==> src/rtl/clk_standby_pkg.sv <==
package clk_standby_pkg;

  // speed mode encodings (software selects through mode_sel)
  localparam logic [1:0] MODE_MIDDLE = 2'h0;
  localparam logic [1:0] MODE_HIGH   = 2'h1;
  localparam logic [1:0] MODE_LOW    = 2'h2;

  // dividers
  localparam int unsigned DIV_HIGH_HALF   = 1;
  localparam int unsigned DIV_MIDDLE_HALF = 4;
  localparam int unsigned DIV_LOW_HALF    = 1;
  localparam int unsigned DIV_STAB        = 16;

  // stabilisation timer load values
  localparam logic [7:0] TMR1_LOAD = 8'hff;
  localparam logic [7:0] TMR2_LOAD = 8'h01;
  localparam logic [7:0] T12_MODE_CLEAR = 8'h00;

  typedef enum logic [3:0] {
    ST_RUN  = 4'h1,
    ST_STOP = 4'h2,
    ST_STAB = 4'h4,
    ST_WAIT = 4'h8
  } pm_state_type;

  typedef struct packed {
    logic stop_instruction;
    logic wait_instruction;
    logic ext_irq;
    logic any_irq;
  } core_req_type;

  typedef struct packed {
    logic       phi;
    logic       cpu_clk_en;
    logic       main_osc_en;
    logic       sub_osc_en;
    logic       sub_pins_io;
    logic       t12_mode_clr;
    logic [7:0] tmr1;
    logic [7:0] tmr2;
  } clk_status_type;

endpackage

==> src/rtl/clk_standby_ctrl.sv <==
`timescale 1ns/10ps
module clk_standby_ctrl
  import clk_standby_pkg::*;
(
  // clock and reset
  input  wire logic                            core_clk,
  input  wire logic                            nrst,
  // oscillator edges, synchronous one-cycle pulses
  input  wire logic                            main_osc_input,
  input  wire logic                            sub_osc_input,
  // software controls
  input  wire logic [1:0]                      mode_sel,
  input  wire logic                            sub_osc_enable,
  input  wire logic                            stab_src_sub,
  // processor requests
  input  wire clk_standby_pkg::core_req_type   core_req,
  // status
  output clk_standby_pkg::clk_status_type      status
);
  import clk_standby_pkg::*;

  typedef struct packed {
    pm_state_type st;
    logic [1:0]   mode;
    logic         main_en;
    logic         sub_en;
    logic         phi;
    logic         t12_clr;
    logic [7:0]   tmr1;
    logic [7:0]   tmr2;
  } ctl_state_type;

  ctl_state_type s_r;
  ctl_state_type s_nxt;
  logic          rst_n;
  logic [1:0]    rst_sync_r;
  logic          main_tick_h;
  logic          main_tick_m;
  logic          sub_tick_l;
  logic          lvl_h;
  logic          lvl_m;
  logic          lvl_l;
  logic          stab_main_tick;
  logic          stab_sub_tick;
  logic          main_run;
  logic          sub_run;
  logic          sys_level;
  logic          tmr1_uf;

  // two-flop reset release; assertion stays asynchronous
  // kept apart from s_r so the state struct has a single reset domain
  always_ff @(posedge core_clk or negedge nrst)
  begin
    if (!nrst)
      rst_sync_r <= 2'h0;
    else
      rst_sync_r <= {rst_sync_r[0], 1'b1};
  end
  assign rst_n = rst_sync_r[1];

  assign main_run = s_r.main_en;
  assign sub_run  = s_r.sub_en;

  edge_div #(.HALF(DIV_HIGH_HALF)) u_div_high (
    .core_clk (core_clk),
    .rst_n    (rst_n),
    .src_edge (main_osc_input),
    .run      (main_run),
    .tick     (main_tick_h),
    .level    (lvl_h)
  );
  edge_div #(.HALF(DIV_MIDDLE_HALF)) u_div_middle (
    .core_clk (core_clk),
    .rst_n    (rst_n),
    .src_edge (main_osc_input),
    .run      (main_run),
    .tick     (main_tick_m),
    .level    (lvl_m)
  );
  edge_div #(.HALF(DIV_LOW_HALF)) u_div_low (
    .core_clk (core_clk),
    .rst_n    (rst_n),
    .src_edge (sub_osc_input),
    .run      (sub_run),
    .tick     (sub_tick_l),
    .level    (lvl_l)
  );
  edge_div #(.HALF(DIV_STAB / 2)) u_div_stab_main (
    .core_clk (core_clk),
    .rst_n    (rst_n),
    .src_edge (main_osc_input),
    .run      (main_run),
    .tick     (stab_main_tick),
    .level    ()
  );
  edge_div #(.HALF(DIV_STAB / 2)) u_div_stab_sub (
    .core_clk (core_clk),
    .rst_n    (rst_n),
    .src_edge (sub_osc_input),
    .run      (sub_run),
    .tick     (stab_sub_tick),
    .level    ()
  );

  // selected divider; mode switch safety is left to software
  always_comb
  begin
    case (s_r.mode)
      MODE_HIGH: sys_level = lvl_h;
      MODE_LOW:  sys_level = lvl_l;
      default:   sys_level = lvl_m;
    endcase
  end

  always_comb
  begin
    s_nxt         = s_r;
    s_nxt.t12_clr = 1'b0;
    tmr1_uf       = 1'b0;
    case (s_r.st)
      ST_RUN:
      begin
        s_nxt.mode   = mode_sel;
        s_nxt.sub_en = sub_osc_enable;
        s_nxt.phi    = sys_level;
        if (core_req.stop_instruction)
        begin
          s_nxt.st      = ST_STOP;
          s_nxt.phi     = 1'b1;
          s_nxt.main_en = 1'b0;
          s_nxt.sub_en  = 1'b0;
          s_nxt.tmr1    = TMR1_LOAD;
          s_nxt.tmr2    = TMR2_LOAD;
          s_nxt.t12_clr = 1'b1;
        end
        else if (core_req.wait_instruction)
        begin
          s_nxt.st  = ST_WAIT;
          s_nxt.phi = 1'b1;
        end
      end
      ST_STOP:
      begin
        if (core_req.ext_irq)
        begin
          s_nxt.st      = ST_STAB;
          s_nxt.main_en = 1'b1;
          s_nxt.sub_en  = stab_src_sub | sub_osc_enable;
        end
      end
      ST_STAB:
      begin
        // timer 1 on the selected /16 source, its underflow clocks timer 2
        if (stab_src_sub ? stab_sub_tick : stab_main_tick)
        begin
          s_nxt.tmr1 = s_r.tmr1 - 8'h01;
          tmr1_uf    = (s_r.tmr1 == 8'h00);
        end
        if (tmr1_uf)
        begin
          s_nxt.tmr2 = s_r.tmr2 - 8'h01;
          if (s_r.tmr2 == 8'h00)
          begin
            s_nxt.st      = ST_RUN;
            s_nxt.t12_clr = 1'b1;
          end
        end
      end
      ST_WAIT:
      begin
        if (core_req.any_irq)
          s_nxt.st = ST_RUN;
      end
      default:
        s_nxt.st = ST_RUN;
    endcase
  end

  // reset restores middle speed with only the main oscillator running
  always_ff @(posedge core_clk or negedge rst_n)
  begin
    if (!rst_n)
    begin
      s_r.st      <= ST_RUN;
      s_r.mode    <= MODE_MIDDLE;
      s_r.main_en <= 1'b1;
      s_r.sub_en  <= 1'b0;
      s_r.phi     <= 1'b1;
      s_r.t12_clr <= 1'b0;
      s_r.tmr1    <= TMR1_LOAD;
      s_r.tmr2    <= TMR2_LOAD;
    end
    else
    begin
      s_r.st      <= s_nxt.st;
      s_r.mode    <= s_nxt.mode;
      s_r.main_en <= s_nxt.main_en;
      s_r.sub_en  <= s_nxt.sub_en;
      s_r.phi     <= s_nxt.phi;
      s_r.t12_clr <= s_nxt.t12_clr;
      s_r.tmr1    <= s_nxt.tmr1;
      s_r.tmr2    <= s_nxt.tmr2;
    end
  end

  assign status.phi          = s_r.phi;
  assign status.cpu_clk_en   = (s_r.st == ST_RUN);
  assign status.main_osc_en  = s_r.main_en;
  assign status.sub_osc_en   = s_r.sub_en;
  assign status.sub_pins_io  = ~s_r.sub_en;
  assign status.t12_mode_clr = s_r.t12_clr;
  assign status.tmr1         = s_r.tmr1;
  assign status.tmr2         = s_r.tmr2;
endmodule

==> src/rtl/edge_div.sv <==
`timescale 1ns/10ps
module edge_div #(
  parameter int unsigned HALF = 1
) (
  // clocking
  input  wire logic core_clk,
  input  wire logic rst_n,
  // source
  input  wire logic src_edge,
  input  wire logic run,
  // result
  output logic      tick,
  output logic      level
);
  typedef struct packed {
    logic [4:0] cnt;
    logic       lvl;
  } div_state_type;

  div_state_type s_r;
  div_state_type s_nxt;

  always_comb
  begin
    s_nxt = s_r;
    tick  = 1'b0;
    if (!run)
    begin
      s_nxt.cnt = 5'h00;
    end
    else if (src_edge)
    begin
      if (s_r.cnt == 5'(HALF - 1))
      begin
        s_nxt.cnt = 5'h00;
        s_nxt.lvl = ~s_r.lvl;
        tick      = s_r.lvl;
      end
      else
      begin
        s_nxt.cnt = s_r.cnt + 5'h01;
      end
    end
  end

  always_ff @(posedge core_clk or negedge rst_n)
  begin
    if (!rst_n)
      s_r <= '{cnt: 5'h00, lvl: 1'b1};
    else
      s_r <= s_nxt;
  end

  assign level = s_r.lvl;
endmodule

==> config.mk <==
export PLATFORM = sky130hd
export DESIGN_NAME = clk_standby_ctrl
export DESIGN_NICKNAME = d
export VERILOG_FILES = /design/src/rtl/clk_standby_pkg.sv /design/src/rtl/clk_standby_ctrl.sv /design/src/rtl/edge_div.sv
export SDC_FILE = /design/constraint.sdc
export NUM_CORES = 1
export LEC_CHECK = 0
export BUFFER_PORTS_ARGS = -buffer_cell sky130_fd_sc_hd__buf_4
export CAP_MARGIN = 10
export CORE_ASPECT_RATIO = 0.75
export CORE_MARGIN = 2
export CORE_UTILIZATION = 30
export CTS_CLUSTER_DIAMETER = 200
export CTS_CLUSTER_SIZE = 12
export DETAILED_ROUTE_END_ITERATION = 12
export PLACE_DENSITY = 0.53
export SYNTH_ARGS = -nofsm -noshare
export SYNTH_HDL_FRONTEND = slang
export SYNTH_SLANG_ARGS = --single-unit
==> constraint.sdc <==
create_clock -name core_clk -period 2.3 [get_ports core_clk]
set_input_delay 0.115 -clock core_clk [delete_from_list [all_inputs] [get_ports core_clk]]
set_output_delay 0.115 -clock core_clk [all_outputs]
set_load 0.01 [all_outputs]
==> impl_results.md <==
- Top cells by count, synth: dfrtp_1 (41), nand2_1 (29), nor2_1 (26)
- RSZ-0062 raised after global routing: false
- Worst min path class: input port to register
- Core Area: 10300 sq um
- Post-synth top area share: 32.2%
- Status: complete, no violations
- Row cnt: 32
- Skew-Pair Late Insertion Delay: 0.33 ns
- Die Span Y: 93.3 um
- Starting Density: 30.9%
- Crit path max fanout: 6
- Root Driver: clkbuf_16
- ANT nets after route: 0
- Die Span X: 123 um
- Fin crit period: 2.07 ns
- Design area: 3810 sq um
- NumNets Final: 365
- IO Pins: 34
- EDFF count, synth: 0
- Share of cells above drive strength 1: 25.4%
- Warnings from Yosys: 0
- Least-Margin Pin Slew: 0.727 ns
- Setup Buffers After CTS: 0
- Gr usage total: 12.1%
- Count of state elements after synthesis: 58
- Via Count: 2249
- FF-to-FF Start: status[8]
- First-pass GRT wire length: 10700 um
- Worst Setup SP: status[8]
- Syn nets: 341
- Placed cell area: 3480 sq um
- CTS HTree Levels: 3
- Final setup violation count: 0
- TritonCTS Buffers: 9
- CP Capture Type: register
- First-pass detailed-route iteration total: 5
- Maxcap violations: 0
- Most frequent cell after synthesis: dfrtp_1
- Syn Area/Cell: 10.1 sq um
- Area growth syn-to-layout: 19.3%
- Number of library cell types mapped by synthesis: 50
- Worst VDD drop: 0.384 mV
- Worst path arrival time: 2.34 ns
- Leakage dissipation: 0.00168 uW
- Worst reg-to-reg setup slack: 0.23 ns
- Ant. Diodes: 0
- GR Overflow Total: 0
- Placer Congestion: 0.759
- Fmax: 482 MHz
- Final Hold Viols: 0
- Syn Std Cell Area: 3190 sq um
- CP Launch Type: register
- Initial DRC Count: 114
- Fraction of registers with async set/reset: 100%
- Final setup TNS: 0 ns
- Number of global-route vias before repair: 2148
- Max-slew headroom: 50.9%
- CTS clk-pin slew, worst paths: 0.05 ns
- I/O Buffers: 33
- Final period utilization: 90.1%
- Pwr/cell area: 868 nW/um^2
- WP data required: 2.56 ns
- Dpl hpwl: 4440 um
- CTS max path bufs: 2
- CTS tree: done
- Top cells by area, synth: dfrtp_1 (32%), dfstp_2 (14%), buf_4 (4.9%), ha_1 (4.7%), xnor2_1 (3.6%)
- Final Max Slew Viols: 0
- Initial antenna violation count: 0
- Clock skew: 0.00705 ns
- Setup CP Type: register to register
- Total power: 3300 uW
- Pin count of the biggest net entering global routing: 57
- Die area: 11500 sq um
- Vias per cell: 4.67
- Yosys top cell by area: dfrtp_1
- Post-Syn Instances: 317
- WL per Instance: 13.5 um
- Register area share after synthesis: 46.2%
- Synth Flop Type: dfrtp_1
- Fillers: 1045
- Hold_sp: mode_sel[0]
- Clock tree sinks: 58
- Routed WL: 6490 um
- # DRC: 0
-- cells in the final DEF, fill, tap and decap left out, drive strengths merged, types with 12 or more instances in the layout --
master / count
dfrtp: 41
ha: 12
inv: 12
xnor2: 13
clkbuf: 14
dfstp: 17
nor2: 26
a21oi: 17
o21ai: 17
nand2: 29
buf: 39
-- through the flow --
stage / cells / worst slack, ns / hold slack [ns] / utilization (%)
after global routing: 482 / 0.115 / 0.0341 / 36.8
after floorplan: 317 / 0.472 / -0.181 / -
after CTS: 482 / 0.251 / 0.000704 / 36.8
after global placement: 464 / 0.326 / -0.100 / 33.7
after detailed placement: 464 / 0.282 / -0.0989 / 33.7
final: 482 / 0.227 / 0.00884 / 36.8
-- layout make-up --
class                      instances  area (sq um)  share of cell area [%]
clock buffer                      14           274                    7.20
clock inverter                     2          35.0                   0.920
sequential                        58          1470                    38.7
inverter                          12          45.0                    1.18
timing repair buffer              41           325                    8.55
tap                              136           170                    4.47
multi-input combinational        219          1480                    39.0
-- timing repair --
item,4_1_cts,5_1_grt
hold endpoints to repair,3,0
hold buffers,2,0
resized for setup,0,0
-- flip-flops by register name (all words and copies together), names as in the netlist, 2 cells and up --
name and cells:
u_div_stab_main.s_r 5, s_r 6, u_div_middle.s_r 5, status 18
u_div_high.s_r 5, u_div_low.s_r 5, u_div_stab_sub.s_r 5, rst_sync_r 2
-- power breakdown --
group          switching [uW]  internal [uW]
clock                     449            925
sequential                122           1160
combinational             351            296
total                     922           2380
-- critical path, cell delays in order (launching register included) --
cell and delay, ns:
dfstp_2 0.39, inv_1 0.08, ha_1 0.14, nor4b_2 0.31
nand2_1 0.17, or4_1 0.56, o21ai_1 0.20, o31a_1 0.16
-- worst paths after layout --
| kind | endpoint | depth (start not counted) |
|---|---|---|
| max | s_r[22] | 7 |
| min | s_r[20] | 3 |
| max reg2reg | s_r[22] | 7 |
| min reg2reg | u_div_middle.s_r[3] | 1 |
| max in group asynchronous | u_div_low.level | 1 |
| min in group asynchronous | rst_sync_r[1] | 2 |
-- routing by layer --
layer | wire, um | up-vias | share of wire (%) | GRT usage (%)
li1 | - | 1142 | - | -
met1 | 3580 | 1079 | 55 | 18.4
met2 | 2730 | 25 | 42 | 15.8
met3 | 150 | 3 | 2.3 | 3.60
met4 | 25 | 0 | 0.39 | 4.55
met5 | 0 | - | 0 | 0
-- cells by family after synthesis --
kind of cell               after synthesis  share of synthesized area [%]
and+or+nand+nor                        121                           21.5
xor gates and xnor gates                21                           5.77
other                                    1                          0.118
muxes                                    8                           2.59
DFF                                     58                           46.2
buffers and inverters                   40                           7.34
AOI/OAI and AO/OA                       56                           11.8
adders and majority gates               12                           4.71
No activity file was read; power rests on OpenSTA's default activity.
